## src/tig_regs.svh

```systemverilog
// register offsets, field positions, reset values and counts of the timer interrupt gating block
`ifndef TIG_REGS_SVH
`define TIG_REGS_SVH

`define TIG_NSRC          9
`define TIG_NCHSRC        4
`define TIG_NMOD          2

`define TIG_OFF_CPUSTAT   8'h00
`define TIG_OFF_SRCEN     8'h04
`define TIG_OFF_FLAG      8'h08
`define TIG_OFF_PRIO0     8'h0C
`define TIG_OFF_PRIO1     8'h10
`define TIG_OFF_NMIEN     8'h14
`define TIG_OFF_STOP      8'h18
`define TIG_OFF_PROT      8'h1C
`define TIG_OFF_BPT_EN    8'h20
`define TIG_OFF_BPT_FLAG  8'h24
`define TIG_OFF_MFT_EN    8'h28
`define TIG_OFF_STATUS    8'h2C

`define TIG_CPU_GIE_BIT   0
`define TIG_CPU_IPL_LSB   4
`define TIG_FLAG_NMI_BIT  9
`define TIG_PROT_KEY_LSB  8
`define TIG_PROT_KEY      8'h5A
`define TIG_PROT_STOP_BIT 0
`define TIG_PROT_NMI_BIT  1
`define TIG_STOP_BPT_BIT  0
`define TIG_STOP_MFT_BIT  1

`define TIG_GIE_RST       1'h0
`define TIG_IPL_RST       4'h0
`define TIG_STOP_RST      2'h3
`define TIG_PROT_RST      2'h0

`endif

```

## src/tig_pkg.sv

```systemverilog
// types shared by the timer interrupt gating block
package tig_pkg;
`include "tig_regs.svh"

    typedef logic [3:0]                           tig_prio_type;
    typedef logic [`TIG_NSRC-1:0][3:0]            tig_prio_vec_type;

    typedef struct packed {
        logic [`TIG_NCHSRC-1:0] en;
        logic [`TIG_NCHSRC-1:0] flag;
        logic [`TIG_NCHSRC-1:0] lvl;
    } tig_chan_state_type;

    typedef struct packed {
        logic                 gie;
        tig_prio_type         ipl;
        logic [`TIG_NSRC-1:0] srcEn;
        logic [`TIG_NSRC:0]   flag;
        tig_prio_vec_type     prio;
        logic                 nmiEn;
        logic [`TIG_NMOD-1:0] stop;
        logic [1:0]           prot;
        logic [31:0]          prdata;
        logic                 pready;
        logic                 pslverr;
        logic                 irqReq;
        logic [3:0]           irqVector;
        tig_prio_type         irqLevel;
        logic                 nmiReq;
    } tig_top_state_type;
endpackage

```

## src/tig_tmr_chan.sv

```systemverilog
// peripheral side of one timer channel: request enables and optional request flags
`timescale 1ns/1ps
`include "tig_regs.svh"
module tig_tmr_chan #(
    parameter bit HAS_FLAGS = 1'b1
) (
    // clock and reset
    input  wire logic                         clk,
    input  wire logic                         rst,
    input  wire logic                         ce,
    // module stop
    input  wire logic                         stopped,
    // channel events
    input  wire logic [`TIG_NCHSRC-1:0]       evt,
    // register access
    input  wire logic                         wrEn,
    input  wire logic                         wrClr,
    input  wire logic [`TIG_NCHSRC-1:0]       wdata,
    output logic      [`TIG_NCHSRC-1:0]       en,
    output logic      [`TIG_NCHSRC-1:0]       flag,
    // forwarded requests
    output logic      [`TIG_NCHSRC-1:0]       reqPulse
);
    import tig_pkg::*;

    tig_chan_state_type s_r;
    tig_chan_state_type s_nxt;

    always_comb begin
        s_nxt    = s_r;
        reqPulse = '0;
        if (wrEn) begin
            s_nxt.en = wdata;
        end
        if (HAS_FLAGS) begin
            if (wrClr) begin
                s_nxt.flag = s_r.flag & ~wdata;
            end
            s_nxt.flag = s_nxt.flag | (evt & {`TIG_NCHSRC{~stopped}});
            s_nxt.lvl  = s_nxt.flag & s_nxt.en;
            reqPulse   = s_nxt.lvl & ~s_r.lvl;
        end else begin
            s_nxt.flag = '0;
            s_nxt.lvl  = '0;
            reqPulse   = evt & s_r.en & {`TIG_NCHSRC{~stopped}};
        end
    end

    always_ff @(posedge clk or posedge rst) begin
        if (rst) begin
            s_r <= '0;
        end else if (ce) begin
            s_r <= s_nxt;
        end
    end

    assign en   = s_r.en;
    assign flag = s_r.flag;
endmodule

```

## src/tig_prio_arb.sv

```systemverilog
// picks the highest priority pending source and checks it against the processor level
`timescale 1ns/1ps
`include "tig_regs.svh"
module tig_prio_arb (
    // candidates
    input  wire logic [`TIG_NSRC-1:0]  pend,
    input  wire tig_pkg::tig_prio_vec_type prio,
    // processor state
    input  wire logic                  gie,
    input  wire tig_pkg::tig_prio_type ipl,
    // result
    output logic                       hit,
    output logic [3:0]                 vec,
    output tig_pkg::tig_prio_type      lvl
);
    import tig_pkg::*;

    always_comb begin
        vec = 4'h0;
        lvl = 4'h0;
        // strict compare keeps the lowest index on a tie
        for (int i = 0; i < `TIG_NSRC; i++) begin
            if (pend[i] && prio[i] != 4'h0 && prio[i] > lvl) begin
                lvl = prio[i];
                vec = 4'(i);
            end
        end
        hit = gie && (lvl != 4'h0) && (lvl > ipl);
    end
endmodule

```

## src/tig_top.sv

```systemverilog
// timer interrupt gating controller with apb register access
//
// Functional notes
// - a maskable request is only accepted while the global enable flag is one.
// - a source is accepted only if enabled in the controller and given a non-zero priority.
// - a timer request is forwarded only when its enable inside the timer is set.
// - only requests with priority strictly above the four-bit processor level are accepted.
// - reset clears the global enable flag and sets the processor level to zero.
// - the controller holds the status flags of every source, the nmi included.
// - maskable sources use the controller enables, the nmi its own enable register.
// - the basic pulse timer holds enables and flags both in itself and in the controller.
// - the multifunction timer holds enables in both places but flags only in the controller.
// - each channel raises separate sources for compare a, compare b, overflow and underflow.
// - registers of a module in module stop can be neither read nor written.
// - reset places both timers in module stop; software releases them before setup.
// - a protect register guards groups of critical registers against writes.
//
// The APB register port and the address map were decided locally.
`timescale 1ns/1ps
`include "tig_regs.svh"

module tig_top (
    // clock, reset, enable
    input  wire logic        clk,
    input  wire logic        rst,
    input  wire logic        ce,

    // apb slave
    input  wire logic        psel,
    input  wire logic        penable,
    input  wire logic        pwrite,
    input  wire logic [7:0]  paddr,
    input  wire logic [31:0] pwdata,
    output logic      [31:0] prdata,
    output logic             pready,
    output logic             pslverr,

    // timer and pin events
    input  wire logic [3:0]  basicEvt,
    input  wire logic [3:0]  multiEvt,
    input  wire logic        extPinEvt,
    input  wire logic        nmiEvt,

    // requests to the core
    output logic             irqReq,
    output logic [3:0]       irqVector,
    output logic [3:0]       irqLevel,
    output logic             nmiReq,

    // module stop to the timers
    output logic [1:0]       tmrStop
);
    import tig_pkg::*;

    tig_top_state_type s_r;
    tig_top_state_type s_nxt;

    // basic timer view
    logic [3:0]           bptEn;
    logic [3:0]           bptFlag;
    logic [3:0]           bptReq;
    logic                 wrBptEn;
    logic                 wrBptClr;

    // multifunction timer view
    logic [3:0]           mftEn;
    logic [3:0]           mftReq;
    logic                 wrMftEn;

    // arbiter result
    logic                 arbHit;
    logic [3:0]           arbVec;
    tig_prio_type         arbLvl;

    // controller pending
    logic [`TIG_NSRC-1:0] pend;

    // apb decode
    logic                 setup;
    logic                 wr;
    logic                 wrOk;

    function automatic logic regHit(input logic [7:0] a, input logic [7:0] off);
        regHit = (a == off);
    endfunction

    function automatic logic stoppedAddr(input logic [7:0] a, input logic [1:0] st);
        stoppedAddr = ((regHit(a, `TIG_OFF_BPT_EN) || regHit(a, `TIG_OFF_BPT_FLAG))
                       && st[`TIG_STOP_BPT_BIT])
                   || (regHit(a, `TIG_OFF_MFT_EN) && st[`TIG_STOP_MFT_BIT]);
    endfunction

    function automatic logic mapped(input logic [7:0] a);
        mapped = (a[1:0] == 2'h0) && (a <= `TIG_OFF_STATUS);
    endfunction

    function automatic logic [31:0] statusWord(input logic rq, input logic nq,
                                               input logic [3:0] v, input logic [3:0] l);
        statusWord       = 32'h0000_0000;
        statusWord[0]    = rq;
        statusWord[1]    = nq;
        statusWord[7:4]  = v;
        statusWord[11:8] = l;
    endfunction

    // setup edge prepares read data; access edge commits writes
    assign setup = psel && !penable && !s_r.pready;
    assign wr    = psel && penable && s_r.pready && pwrite;
    assign wrOk  = wr
                && mapped(paddr)
                && !stoppedAddr(paddr, s_r.stop);

    // timer register strobes, already cleared of module stop
    assign wrBptEn  = wrOk && regHit(paddr, `TIG_OFF_BPT_EN);
    assign wrBptClr = wrOk && regHit(paddr, `TIG_OFF_BPT_FLAG);
    assign wrMftEn  = wrOk && regHit(paddr, `TIG_OFF_MFT_EN);

    // basic pulse timer keeps its own flags
    tig_tmr_chan #(
        .HAS_FLAGS (1'b1)
    ) u_bpt (
        .clk      (clk),
        .rst      (rst),
        .ce       (ce),
        .stopped  (s_r.stop[`TIG_STOP_BPT_BIT]),
        .evt      (basicEvt),
        .wrEn     (wrBptEn),
        .wrClr    (wrBptClr),
        .wdata    (pwdata[3:0]),
        .en       (bptEn),
        .flag     (bptFlag),
        .reqPulse (bptReq)
    );

    tig_tmr_chan #(
        .HAS_FLAGS (1'b0)
    ) u_mft (
        .clk      (clk),
        .rst      (rst),
        .ce       (ce),
        .stopped  (s_r.stop[`TIG_STOP_MFT_BIT]),
        .evt      (multiEvt),
        .wrEn     (wrMftEn),
        .wrClr    (1'b0),
        .wdata    (pwdata[3:0]),
        .en       (mftEn),
        .flag     (),
        .reqPulse (mftReq)
    );

    assign pend = s_r.flag[`TIG_NSRC-1:0] & s_r.srcEn;

    // highest pending source against the processor level
    tig_prio_arb u_arb (
        .pend (pend),
        .prio (s_r.prio),
        .gie  (s_r.gie),
        .ipl  (s_r.ipl),
        .hit  (arbHit),
        .vec  (arbVec),
        .lvl  (arbLvl)
    );

    always_comb begin
        logic [`TIG_NSRC:0] evtAll;
        logic [`TIG_NSRC:0] clrMask;
        s_nxt   = s_r;
        evtAll  = '0;
        clrMask = '0;

        // apb answer: pready for one cycle after each setup
        s_nxt.pready = setup;

        if (setup) begin
            s_nxt.prdata  = 32'h0000_0000;
            s_nxt.pslverr = !mapped(paddr) || stoppedAddr(paddr, s_r.stop);
            if (!s_nxt.pslverr && !pwrite) begin
                case (paddr)
                    `TIG_OFF_CPUSTAT: begin
                        s_nxt.prdata[`TIG_CPU_GIE_BIT] = s_r.gie;
                        s_nxt.prdata[`TIG_CPU_IPL_LSB +: 4] = s_r.ipl;
                    end

                    `TIG_OFF_SRCEN: begin
                        s_nxt.prdata[`TIG_NSRC-1:0] = s_r.srcEn;
                    end

                    `TIG_OFF_FLAG: begin
                        s_nxt.prdata[`TIG_NSRC:0] = s_r.flag;
                    end

                    `TIG_OFF_PRIO0: begin
                        s_nxt.prdata = s_r.prio[7:0];
                    end

                    `TIG_OFF_PRIO1: begin
                        s_nxt.prdata[3:0] = s_r.prio[8];
                    end

                    `TIG_OFF_NMIEN: begin
                        s_nxt.prdata[0] = s_r.nmiEn;
                    end

                    `TIG_OFF_STOP: begin
                        s_nxt.prdata[`TIG_NMOD-1:0] = s_r.stop;
                    end

                    `TIG_OFF_PROT: begin
                        s_nxt.prdata[1:0] = s_r.prot;
                    end

                    `TIG_OFF_BPT_EN: begin
                        s_nxt.prdata[3:0] = bptEn;
                    end

                    `TIG_OFF_BPT_FLAG: begin
                        s_nxt.prdata[3:0] = bptFlag;
                    end

                    `TIG_OFF_MFT_EN: begin
                        s_nxt.prdata[3:0] = mftEn;
                    end

                    `TIG_OFF_STATUS: begin
                        s_nxt.prdata = statusWord(s_r.irqReq, s_r.nmiReq, s_r.irqVector, s_r.irqLevel);
                    end

                    default: begin
                        s_nxt.prdata = 32'h0000_0000;
                    end
                endcase
            end
        end

        // register writes
        if (wrOk) begin
            case (paddr)
                `TIG_OFF_CPUSTAT: begin
                    s_nxt.gie = pwdata[`TIG_CPU_GIE_BIT];
                    s_nxt.ipl = pwdata[`TIG_CPU_IPL_LSB +: 4];
                end

                `TIG_OFF_SRCEN: begin
                    s_nxt.srcEn = pwdata[`TIG_NSRC-1:0];
                end

                `TIG_OFF_FLAG: begin
                    clrMask = pwdata[`TIG_NSRC:0];
                end

                `TIG_OFF_PRIO0: begin
                    for (int i = 0; i < 8; i++) begin
                        s_nxt.prio[i] = pwdata[4*i +: 4];
                    end
                end

                `TIG_OFF_PRIO1: begin
                    s_nxt.prio[8] = pwdata[3:0];
                end

                `TIG_OFF_NMIEN: begin
                    if (s_r.prot[`TIG_PROT_NMI_BIT]) begin
                        s_nxt.nmiEn = pwdata[0];
                    end
                end

                `TIG_OFF_STOP: begin
                    if (s_r.prot[`TIG_PROT_STOP_BIT]) begin
                        s_nxt.stop = pwdata[`TIG_NMOD-1:0];
                    end
                end

                `TIG_OFF_PROT: begin
                    if (pwdata[`TIG_PROT_KEY_LSB +: 8] == `TIG_PROT_KEY) begin
                        s_nxt.prot = pwdata[1:0];
                    end
                end

                default: begin
                end
            endcase
        end

        evtAll[3:0] = bptReq;
        evtAll[7:4] = mftReq;
        evtAll[8]   = extPinEvt;
        evtAll[`TIG_FLAG_NMI_BIT] = nmiEvt;

        s_nxt.flag = (s_r.flag & ~clrMask) | evtAll;

        // requests follow the flags by one edge
        s_nxt.irqReq    = arbHit;
        s_nxt.irqVector = arbHit ? arbVec : 4'h0;
        s_nxt.irqLevel  = arbHit ? arbLvl : 4'h0;

        s_nxt.nmiReq    = s_r.flag[`TIG_FLAG_NMI_BIT] && s_r.nmiEn;
    end

    // ce low holds every field, the apb answer included
    always_ff @(posedge clk or posedge rst) begin
        if (rst) begin
            s_r      <= '0;
            s_r.gie  <= `TIG_GIE_RST;
            s_r.ipl  <= `TIG_IPL_RST;

            s_r.stop <= `TIG_STOP_RST;
            s_r.prot <= `TIG_PROT_RST;
        end else if (ce) begin
            s_r <= s_nxt;
        end
    end

    // every output straight from its flop
    assign prdata    = s_r.prdata;
    assign pready    = s_r.pready;
    assign pslverr   = s_r.pslverr;
    assign irqReq    = s_r.irqReq;
    assign irqVector = s_r.irqVector;
    assign irqLevel  = s_r.irqLevel;
    assign nmiReq    = s_r.nmiReq;
    assign tmrStop   = s_r.stop;
endmodule

```

## config.mk

```make
export PLATFORM = sky130hd
export DESIGN_NAME = tig_top
export DESIGN_NICKNAME = d
export VERILOG_FILES = /design/src/tig_pkg.sv /design/src/tig_tmr_chan.sv /design/src/tig_prio_arb.sv /design/src/tig_top.sv
export VERILOG_INCLUDE_DIRS = /design/src /design/src/src
export SDC_FILE = /design/constraint.sdc
export NUM_CORES = 1
export LEC_CHECK = 0
export ABC_AREA = 1
export BUFFER_PORTS_ARGS = -buffer_cell sky130_fd_sc_hd__buf_2
export CORE_MARGIN = 2
export CORE_UTILIZATION = 47
export CTS_BUF_LIST = sky130_fd_sc_hd__clkbuf_4
export DETAILED_ROUTE_END_ITERATION = 10
export PLACE_DENSITY = 0.71
export REMOVE_ABC_BUFFERS = 1
export SLEW_MARGIN = 20
export SYNTH_ARGS = -nofsm -noshare
export SYNTH_HDL_FRONTEND = slang
export SYNTH_SLANG_ARGS = --single-unit
```

## constraint.sdc

```tcl
create_clock -name clk -period 12.9 [get_ports clk]
set_input_delay 0.645 -clock clk [delete_from_list [all_inputs] [get_ports clk]]
set_output_delay 0.645 -clock clk [all_outputs]
set_load 0.01 [all_outputs]
```

==> flow_summary_export.csv, run 1 <==
group,metric,value,unit
run_status,status,"complete, no violations",
min_path,hp-class,"input port to async pin",
finish,drive_gt1_share,20.0,%
detailed_routing,viasPerCell,5.32,
clock_tree,h-tree-depth,4,
critical_path,start_kind,"flip-flop",
global_route,grt_max_degree,83,
logic_synthesis,syn_area,7520,um^2
critical_path,cpPeakStageDelay,0.43,ns
timing,slew_violations,0,
timing,skew,0.0203,ns
critical_path,cp_num_buf_inv,8,
place,gp_congestion,0.907,
clock_tree,cts_setup_buffers,0,
critical_path,cp_top_family,"simple AND/OR/NAND/NOR gates",
timing,final_hold_viol_count,0,
finish,stdcell_count,1240,
job,maxCapViolations,0,
die,start_util,47.7,%
clock_tree,clock_sinks,125,
logic_synthesis,synth.most_common_cell,"nand2_1",
die,core,15800,um^2
logic_synthesis,synth.largest_area_cell,"dfrtp_1",
global_route,grt_overflow_total,0,
critical_path,end_kind,"flip-flop",
logic_synthesis,yosys_warnings,0,
detailed_routing,remaining_drc_errors,0,
die,std_cell_rows,46,
die,die_h,130,um
critical_path,criticalPathCategory,"flip-flop to flip-flop",
critical_path,crit_fanout,11,
logic_synthesis,syn_area_per_cell,7.91,um^2
critical_path,required,13.33,ns
logic_synthesis,yosysUniqueCellTypes,38,
detailed_routing,wirelength,19.6,mm
global_route,grt_pass1_wl,31.9,mm
global_route,antenna_found_initial,0,
logic_synthesis,yosys-top-cells-area,"dfrtp_1 (41%), nand2_1 (10%), o21ai_0 (8.3%), inv_1 (6.2%), ha_1 (4.8%)",
critical_path,startpoint,"s_r[50]$_DFFE_PP0P_",
logic_synthesis,ys.flop_type,"dfrtp_1",
detailed_routing,final_antenna_net_count,0,
logic_synthesis,ys_ff_latch,125,
finish,syn_to_final_growth,9.28,%
critical_path,crit_arrival,10.92,ns
clock_tree,clock_latency,0.57,ns
timing,finalCritPeriodShare,81.3,%
timing,max_freq,95.3,MHz
finish,fillers,1569,
timing,tightestPinTransition,0.995,ns
critical_path,r2r_start,"s_r[50]$_DFFE_PP0P_",
place,dp.cells,1208,
power_and_ir_drop,total_power,0.000736,W
detailed_routing,initialDrtViolationCount,579,
clock_tree,clk_path_buf_depth,2,
timing,rsz0062_at_grt,"no",
logic_synthesis,postSynthCellCount,951,
die,die-area,17000,um^2
clock_tree,cts_hold_buf,0,
critical_path,worst_path_max_delay_cell,"dfrtp_1",
timing,fin_setup_tns,0,ns
global_route,grt_use_total,24.4,%
detailed_routing,first_pass_iters,5,
logic_synthesis,synth_edf_count,0,
die,io_pins,102,
power_and_ir_drop,power.density,89.6,nW/um^2
power_and_ir_drop,p_leak,4.15,nW
global_route,grt_pass1_vias,6217,
logic_synthesis,yosysSeqAreaShare,41.6,%
timing,setup_viol,0,
timing,period_needed,10.49,ns
clock_tree,tritoncts,"yes",
clock_tree,cts_resized,0,
clock_tree,cts-root-buf,"clkbuf_4",
detailed_routing,routedWlPerCell,15.8,um
place,hpwlAfterDp,14.7,mm
logic_synthesis,synth_top_area_share,40.9,%
timing,slew_headroom,33.5,%
place,numPortBuffers,101,
detailed_routing,vias,6591,
power_and_ir_drop,ir_drop,0.0000573,V
die,fp.dieW,130,um
finish,nets,1096,
logic_synthesis,ys_top_cells_by_count,"nand2_1 (202), o21ai_0 (125), inv_1 (124), dfrtp_1 (123)",
critical_path,crit_top_cell,"nand2_1",
finish,n_antenna_cell,0,
clock_tree,cts_made_buffers,17,
clock_tree,path_clk_slew,0.13,ns
logic_synthesis,synthArstFlopShare,100,%
sequential cells by signal, summed over array words and instances, names as in the netlist, 2 cells and up:
signal      cells
u_mft.en        4
prdata         32
tmrStop         2
u_bpt.en        4
u_bpt.s_r       4
s_r            63
irqLevel        4
irqVector       4
u_bpt.flag      4
metrics by stage:
step | instance area, um^2 | hold slack (ns) | utilization, % | worst slack [ns]
finish | 8220 | 0.121 | 52.1 | 2.41
global route | 8220 | 0.145 | 52.1 | 1.29
CTS | 8210 | 0.117 | 52.1 | 2.50
detailed placement | 7910 | 0.452 | 50.1 | 2.57
global placement | 7910 | 0.444 | 50.1 | 2.84
floorplan | 7110 | 0.436 | - | 3.73
worst paths after layout:
check	endpoint	slack, ns	depth (start not counted)
min	s_r[68]$_DFFE_PP0P_	0.12	2
max in group asynchronous	irqLevel[0]$_DFFE_PP0P_	11.63	3
min in group clk	s_r[94]$_DFFE_PP0P_	0.28	3
max	irqLevel[1]$_DFFE_PP0P_	2.41	74
min reg2reg	s_r[86]$_DFFE_PP0P_	0.47	1
max reg2reg	irqLevel[1]$_DFFE_PP0P_	2.41	74
kinds of logic (layout without fill, tap and decap cells):
group / count (synthesis) / in the layout / share of synthesized area [%]
buffers and inverters: 189 / 262 / 11.8
adder cells (fa/ha/maj): 29 / 29 / 4.83
flip-flops: 125 / 125 / 41.6
AND/OR/NAND/NOR: 397 / 397 / 25.5
AO/OA/AOI/OAI: 211 / 211 / 16.2
layout by cell type (no fill, tap or decap), types with 18 or more instances in the layout:
cell	n
dfrtp_1	123
clkbuf_4	18
buf_2	101
nand2_1	201
nor2_1	56
nand3_1	56
a21oi_1	28
ha_1	29
inv_1	123
nand2_2	22
o21ai_0	125
worst reg2reg max path, delay by kind of cell, from the launching register on:
kind	cells	cell delay, ns
and+or+nand+nor	41	4.33
adders and majority gates	9	2.80
AOI/OAI and AO/OA	16	2.35
buffers and inverters	8	0.45
DFF	1	0.43
final cells by class:
cell class                 instances  area, um^2  share of cell area (%)
tap                              216         270                    3.29
inverter                         127         479                    5.83
clock inverter                    14         169                    2.06
multi-input combinational        637        3510                    42.7
timing repair buffer             103         524                    6.38
sequential                       125        3130                    38.1
clock buffer                      18         135                    1.64
routing by layer:
layer | wire (um) | share of wire (%) | global-route usage (%)
met5 | 0 | 0 | 0
met4 | 436 | 2.2 | 7.95
met3 | 1310 | 6.7 | 4.68
met2 | 9110 | 46 | 39.8
met1 | 8780 | 45 | 33.0
power by group:
| part | leakage, nW | switching (W) | internal [W] |
|---|---|---|---|
| clock | 0.163 | 0.000161 | 0.000137 |
| combinational | 2.40 | 0.0000276 | 0.0000116 |
| sequential | 1.58 | 0.00000270 | 0.000397 |
| total | 4.15 | 0.000191 | 0.000545 |
(Power assumes the default switching activity.)
==> run 2: changes to the inputs <==
Settings changed: ABC_AREA 1 to 0.
Clock period 12.9 ns to 10.5 ns, I/O delays scaled along.
==> run 2 against run 1 <==
  * The flow now finishes with violations (negative setup slack)
  * First-iteration DRC count is 24% lower
  * Cell area is 22% higher
  * Global-route usage rose by 2.1 points
  * Cell count is 4.4% lower
  * Critical endpoint is now irqVector[2]$_DFFE_PP0P_
  * Via count grew 6.4%
==> flow_summary_export.csv, run 2 <==
group,metric,value,unit
detailed_routing,final_antenna_net_count,0,
logic_synthesis,syn_area,7520,um^2
place,gp_congestion,0.932,
die,core,15800,um^2
clock_tree,clk_path_buf_depth,2,
global_route,use_met3,5.01,%
clock_tree,clock_sinks,125,
finish,largest_reg_flops,63,
die,die_h,131,um
critical_path,criticalPathCategory,"flip-flop to flip-flop",
timing,rsz0062_at_grt,"yes",
clock_tree,clock_latency,0.58,ns
logic_synthesis,yosysUniqueCellTypes,68,
global_route,grt_pass1_wl,34.7,mm
logic_synthesis,yosys_warnings,0,
logic_synthesis,syn_area_per_cell,9.80,um^2
logic_synthesis,synth_top_area_share,40.9,%
die,die-area,17000,um^2
logic_synthesis,synthArstFlopShare,100,%
logic_synthesis,postSynthCellCount,768,
finish,regMostFlops,"s_r",
power_and_ir_drop,ir_drop,0.0000697,V
critical_path,crit_fanout,6,
clock_tree,cts-root-buf,"clkbuf_4",
critical_path,start_kind,"flip-flop",
detailed_routing,wirelength,23.6,mm
power_and_ir_drop,p_leak,4.67,nW
global_route,grt_use_total,26.5,%
critical_path,r2r_end,"irqVector[2]$_DFFE_PP0P_",
job,maxCapViolations,0,
die,fp.dieW,131,um
clock_tree,cts_made_buffers,17,
logic_synthesis,ys_ff_latch,125,
detailed_routing,remaining_drc_errors,0,
logic_synthesis,synth.largest_area_cell,"dfrtp_1",
place,place_area,8640,um^2
global_route,antenna_found_initial,0,
die,std_cell_rows,46,
critical_path,critPathCapture,"irqVector[2]$_DFFE_PP0P_",
finish,drive_gt1_share,47.0,%
run_status,status,"finished, violations left",
critical_path,cpPeakStageDelay,0.45,ns
place,numPortBuffers,101,
power_and_ir_drop,power.density,91.1,nW/um^2
clock_tree,path_clk_slew,0.12,ns
timing,max_freq,78.0,MHz
finish,syn_to_final_growth,33.0,%
critical_path,reg2regPathDepth,68,
clock_tree,tritoncts,"yes",
global_route,grt_overflow_total,0,
die,start_util,47.7,%
logic_synthesis,yosysSeqAreaShare,41.6,%
critical_path,crit_arrival,13.24,ns
detailed_routing,first_pass_iters,5,
timing,layout_setup_ws,-2.33,ns
global_route,grt_pass1_vias,6593,
critical_path,ff2ff_setup_slack,-2.33,ns
critical_path,crit_top_cell,"ha_4",
global_route,grtUsageMet2,43.4,%
finish,fin_area,10000,um^2
finish,n_antenna_cell,0,
min_path,hp-class,"input port to async pin",
finish,mostFrequentLayoutCells,"buf_4 (130), dfrtp_1 (121), buf_2 (101)",
timing,period_needed,12.83,ns
logic_synthesis,ys.flop_type,"dfrtp_1",
timing,tightestPinTransition,1.01,ns
finish,final_common_cell,"buf_4",
timing,setup_viol,9,
die,io_pins,102,
global_route,grt_busiest_layer,"met2",
detailed_routing,routedWlPerCell,19.9,um
finish,nets,1041,
run_status,violations,"negative setup slack",
timing,slew_headroom,31.5,%
detailed_routing,viasPerCell,5.92,
timing,finalCritPeriodShare,122,%
critical_path,startpoint,"s_r[95]$_DFFE_PP0P_",
critical_path,worst_path_max_delay_cell,"dfrtp_2",
detailed_routing,initialDrtViolationCount,438,
place,hpwlAfterDp,15.3,mm
logic_synthesis,synth.most_common_cell,"dfrtp_1",
timing,skew,0.0219,ns
critical_path,required,10.92,ns
logic_synthesis,ys_top_cells_by_count,"dfrtp_1 (123), mux2_2 (75), nand2_1 (70), inv_1 (48), nor2_1 (46)",
timing,holdWs,0.0357,ns
critical_path,end_kind,"flip-flop",
global_route,grt_max_degree,79,
timing,final_hold_viol_count,0,
logic_synthesis,synth_edf_count,0,
timing,slew_violations,0,
critical_path,r2r_start,"s_r[95]$_DFFE_PP0P_",
global_route,met1_usage,33.8,%
logic_synthesis,yosys-top-cells-area,"dfrtp_1 (41%), mux2_2 (11%), ha_1 (4.8%), buf_4 (4.3%), nand2_1 (3.5%)",
clock_tree,h-tree-depth,4,
detailed_routing,vias,7012,
## run 2: cell count changes after synthesis, sizes merged, moves of 26 or more
| cell | before | now |
|---|---|---|
| mux2 | 0 | 75 |
| nand3 | 68 | 17 |
| nor2 | 73 | 46 |
| inv | 127 | 48 |
| o21ai | 126 | 31 |
| nand2 | 236 | 70 |
| a22o | 1 | 27 |
## run 2: repair_timing
| action | in CTS | in global routing |
|---|---|---|
| gates resized for setup | 88 | 54 |
| setup endpoints to repair | 9 | 9 |
| setup buffers | 24 | 17 |
| pin swaps | 32 | 36 |
| hold buffers | 0 | 0 |
| hold endpoints to repair | 0 | 0 |
## run 2: per-stage QoR
stage | utilization, % | setup TNS (ns) | total power, W | instances | setup slack (ns)
final | 63.4 | -20.77 | 0.000912 | 1185 | -2.33
after detailed placement | 54.8 | -23.47 | 0.000532 | 1114 | -2.66
after global routing | 63.4 | -25.26 | 0.000947 | 1185 | -2.84
after floorplan | - | -22.12 | 0.000506 | 696 | -2.56
after CTS | 60.8 | -17.68 | 0.000915 | 1169 | -2.00
after global placement | 54.8 | -21.38 | 0.000532 | 1114 | -2.42
## run 2: layer usage
metal / wire length, um / vias up / share of wire, %
met5: 0 / - / 0
met2: 11500 / 314 / 49
met1: 9450 / 3440 / 40
li1: - / 3162 / -
met4: 1140 / 0 / 4.8
met3: 1540 / 96 / 6.5
## run 2: critical path: cells and delay by family (launching register included)
kind | cells | cell delay [ns]
muxes | 8 | 2.09
adders and majority gates | 9 | 2.22
and+or+nand+nor | 16 | 2.08
buffers and inverters | 12 | 1.50
AOI/OAI and AO/OA | 23 | 4.29
DFF | 1 | 0.45
## run 2: cell families after synthesis
group           Yosys count  share of synthesized area (%)
fa+ha+maj                30                           4.96
buf+inv                 120                           8.16
xor+xnor                  1                          0.116
compound gates          189                           18.4
simple gates            219                           14.2
mux                      84                           12.6
flops                   125                           41.6
## run 2: final cells by class
cell class,count,area (um^2)
well taps,216,270
inverters,48,185
clock inverters,15,194
fillers,1253,5760
flip-flops and latches,125,3130
repair buffers,241,1600
multi-input cells,523,4490
clock buffers,17,128
## run 2: power by group
| group | total, W | switching, W | internal [W] |
|---|---|---|---|
| clock network | 0.000389 | 0.000200 | 0.000189 |
| logic | 0.0000403 | 0.0000285 | 0.0000119 |
| registers | 0.000482 | 0.000000408 | 0.000482 |
| total | 0.000912 | 0.000229 | 0.000682 |
## run 2: worst min path at each step
| stage | from | endpoint | slack (ns) | cells past startpoint |
|---|---|---|---|---|
| detailed placement | u_bpt.s_r[1]$_DFFE_PP0P_ | s_r[86]$_DFFE_PP0P_ | 0.46 | 1 |
| CTS | rst | s_r[54]$_DFFE_PP0P_ | 0.04 | 2 |
| finish | rst | s_r[54]$_DFFE_PP0P_ | 0.04 | 2 |
| global placement | u_bpt.s_r[3]$_DFFE_PP0P_ | s_r[88]$_DFFE_PP0P_ | 0.44 | 1 |
| floorplan | u_bpt.s_r[0]$_DFFE_PP0P_ | s_r[85]$_DFFE_PP0P_ | 0.44 | 1 |
| global route | rst | s_r[54]$_DFFE_PP0P_ | 0.06 | 2 |
==> run 3: changes to the inputs <==
Settings changed: ABC_CLOCK_PERIOD_IN_PS set to 10500, CTS_CLUSTER_DIAMETER set to 100, PLACE_DENSITY 0.71 to 0.67.
==> run 3 against run 2 <==
  * The flow still finishes with violations (negative setup slack)
  * Global-route usage up 0.15 points
  * Sequential power about the same
  * Worst setup slack worse by 0.13 ns
  * Die area unchanged
  * Register-to-register slack worse by 0.13 ns
  * Cell area down 1.3%
  * Non-clock buffer count down 7
  * Power down 8.0%
  * Clock power down 19%
  * Sequential share of layout area up 0.42 points
  * Combinational power about the same
  * Fmax down 1.0%
  * Largest cell class unchanged
  * Largest power group unchanged
==> flow_summary_export.csv, run 3 (synthesis results as in run 2) <==
group,metric,value,unit
die,io_pins,102,
global_route,grt_busiest_layer,"met2",
place,dp.cells,1111,
critical_path,start_kind,"flip-flop",
clock_tree,cts_hold_buf,0,
global_route,grtUsageMet2,44.2,%
critical_path,end_kind,"flip-flop",
critical_path,reg2regPathDepth,65,
global_route,grt_use_total,26.6,%
die,core,15800,um^2
run_status,status,"finished, violations left",
clock_tree,clock_latency,0.58,ns
clock_tree,tritoncts,"yes",
power_and_ir_drop,power.density,85.0,nW/um^2
detailed_routing,routedWlPerCell,19.3,um
detailed_routing,vias,6886,
power_and_ir_drop,ir_drop,0.0000749,V
global_route,grt_pass1_vias,6669,
critical_path,crit_arrival,13.41,ns
critical_path,startpoint,"s_r[95]$_DFFE_PP0P_",
finish,largest_reg_flops,63,
timing,final_hold_viol_count,0,
die,die-area,17000,um^2
critical_path,cpPeakStageDelay,0.47,ns
critical_path,ff2ff_setup_slack,-2.46,ns
timing,setup_viol,9,
critical_path,r2r_start,"s_r[95]$_DFFE_PP0P_",
clock_tree,clk_path_buf_depth,2,
die,die_h,131,um
clock_tree,cts-root-buf,"clkbuf_4",
timing,rsz0062_at_grt,"yes",
timing,max_freq,77.2,MHz
clock_tree,path_clk_slew,0.12,ns
critical_path,critPathCapture,"irqLevel[1]$_DFFE_PP0P_",
global_route,antenna_found_initial,1,
critical_path,r2r_end,"irqLevel[1]$_DFFE_PP0P_",
min_path,hp-class,"input port to async pin",
timing,holdWs,0.0394,ns
finish,nets,1034,
timing,finalCritPeriodShare,123,%
timing,layout_setup_ws,-2.46,ns
critical_path,required,10.96,ns
critical_path,criticalPathCategory,"flip-flop to flip-flop",
die,start_util,47.7,%
finish,mostFrequentLayoutCells,"buf_4 (127), dfrtp_1 (121), buf_2 (101)",
global_route,use_met3,5.94,%
finish,regMostFlops,"s_r",
timing,skew,0.0198,ns
clock_tree,cts_made_buffers,17,
detailed_routing,viasPerCell,5.84,
place,gp_congestion,0.898,
place,numPortBuffers,101,
power_and_ir_drop,p_leak,4.60,nW
die,fp.dieW,131,um
clock_tree,h-tree-depth,4,
finish,utilization,62.6,%
global_route,grt_overflow_total,0,
detailed_routing,wirelength,22.7,mm
timing,fin_setup_tns,-21.53,ns
job,maxCapViolations,0,
critical_path,crit_top_cell,"ha_4",
timing,slew_violations,0,
detailed_routing,first_pass_iters,5,
detailed_routing,remaining_drc_errors,0,
timing,slew_headroom,30.7,%
detailed_routing,initialDrtViolationCount,664,
place,hpwlAfterDp,15.4,mm
critical_path,crit_fanout,6,
timing,tightestPinTransition,1.04,ns
global_route,grt_max_degree,73,
finish,final_common_cell,"buf_4",
detailed_routing,final_antenna_net_count,0,
critical_path,worst_path_max_delay_cell,"dfrtp_2",
global_route,met1_usage,33.7,%
finish,syn_to_final_growth,31.2,%
finish,stdcell_count,1179,
global_route,grt_pass1_wl,34.6,mm
clock_tree,clock_sinks,125,
power_and_ir_drop,total_power,0.000839,W
run_status,violations,"negative setup slack",
finish,drive_gt1_share,46.6,%
die,std_cell_rows,46,
timing,period_needed,12.96,ns
run 3: what timing repair did:
item                                   CTS  global route
pin swaps                               35            21
resized for setup                       87            52
endpoints found under the hold margin    0             0
buffers inserted                        25            10
setup endpoints to repair                9             9
run 3: worst min-delay path by stage:
stage,from,to,slack [ns],cells past startpoint
2_1_floorplan,u_bpt.s_r[0]$_DFFE_PP0P_,s_r[85]$_DFFE_PP0P_,0.44,1
3_3_place_gp,u_bpt.s_r[2]$_DFFE_PP0P_,s_r[87]$_DFFE_PP0P_,0.44,1
3_5_place_dp,u_bpt.s_r[2]$_DFFE_PP0P_,s_r[87]$_DFFE_PP0P_,0.45,1
4_1_cts,rst,s_r[96]$_DFFE_PP0P_,0.04,2
5_1_grt,rst,s_r[96]$_DFFE_PP0P_,0.08,2
6_report,rst,u_bpt.flag[3]$_DFFE_PP0P_,0.04,2
run 3: final cells by class:
type,count,area (um^2)
Fill cell,1288,5900
Multi-Input combinational cell,523,4510
Sequential cell,125,3130
Timing Repair Buffer,234,1530
Tap cell,216,270
Inverter,48,185
Clock buffer,23,173
Clock inverter,9,73.8
Antenna cell,1,2.50
run 3: worst max-delay path: cells and delay by family (launching register included):
| kind | cells | cell delay (ns) |
|---|---|---|
| buffers and inverters | 8 | 0.96 |
| DFF | 1 | 0.47 |
| and+or+nand+nor | 14 | 2.18 |
| AOI/OAI and AO/OA | 26 | 4.87 |
| muxes | 8 | 2.21 |
| adders and majority gates | 9 | 2.15 |
run 3: where the power goes:
group	internal, W	switching (W)	total (W)
clock	0.000130	0.000187	0.000317
sequential	0.000482	0.000000394	0.000482
combinational	0.0000118	0.0000282	0.0000400
total	0.000624	0.000215	0.000839
run 3: per-layer routing:
metal	vias to the layer above	share of wire, %
met5	-	0
met4	0	3.5
met3	57	6.3
met2	250	48
met1	3421	42
li1	3158	-
run 3: metrics by stage:
| step | setup WS (ns) | area, um^2 |
|---|---|---|
| 2_1_floorplan | -2.56 | 7090 |
| 3_3_place_gp | -2.40 | 8610 |
| 3_5_place_dp | -2.75 | 8610 |
| 4_1_cts | -1.92 | 9500 |
| 5_1_grt | -2.89 | 9870 |
| 6_report | -2.46 | 9870 |
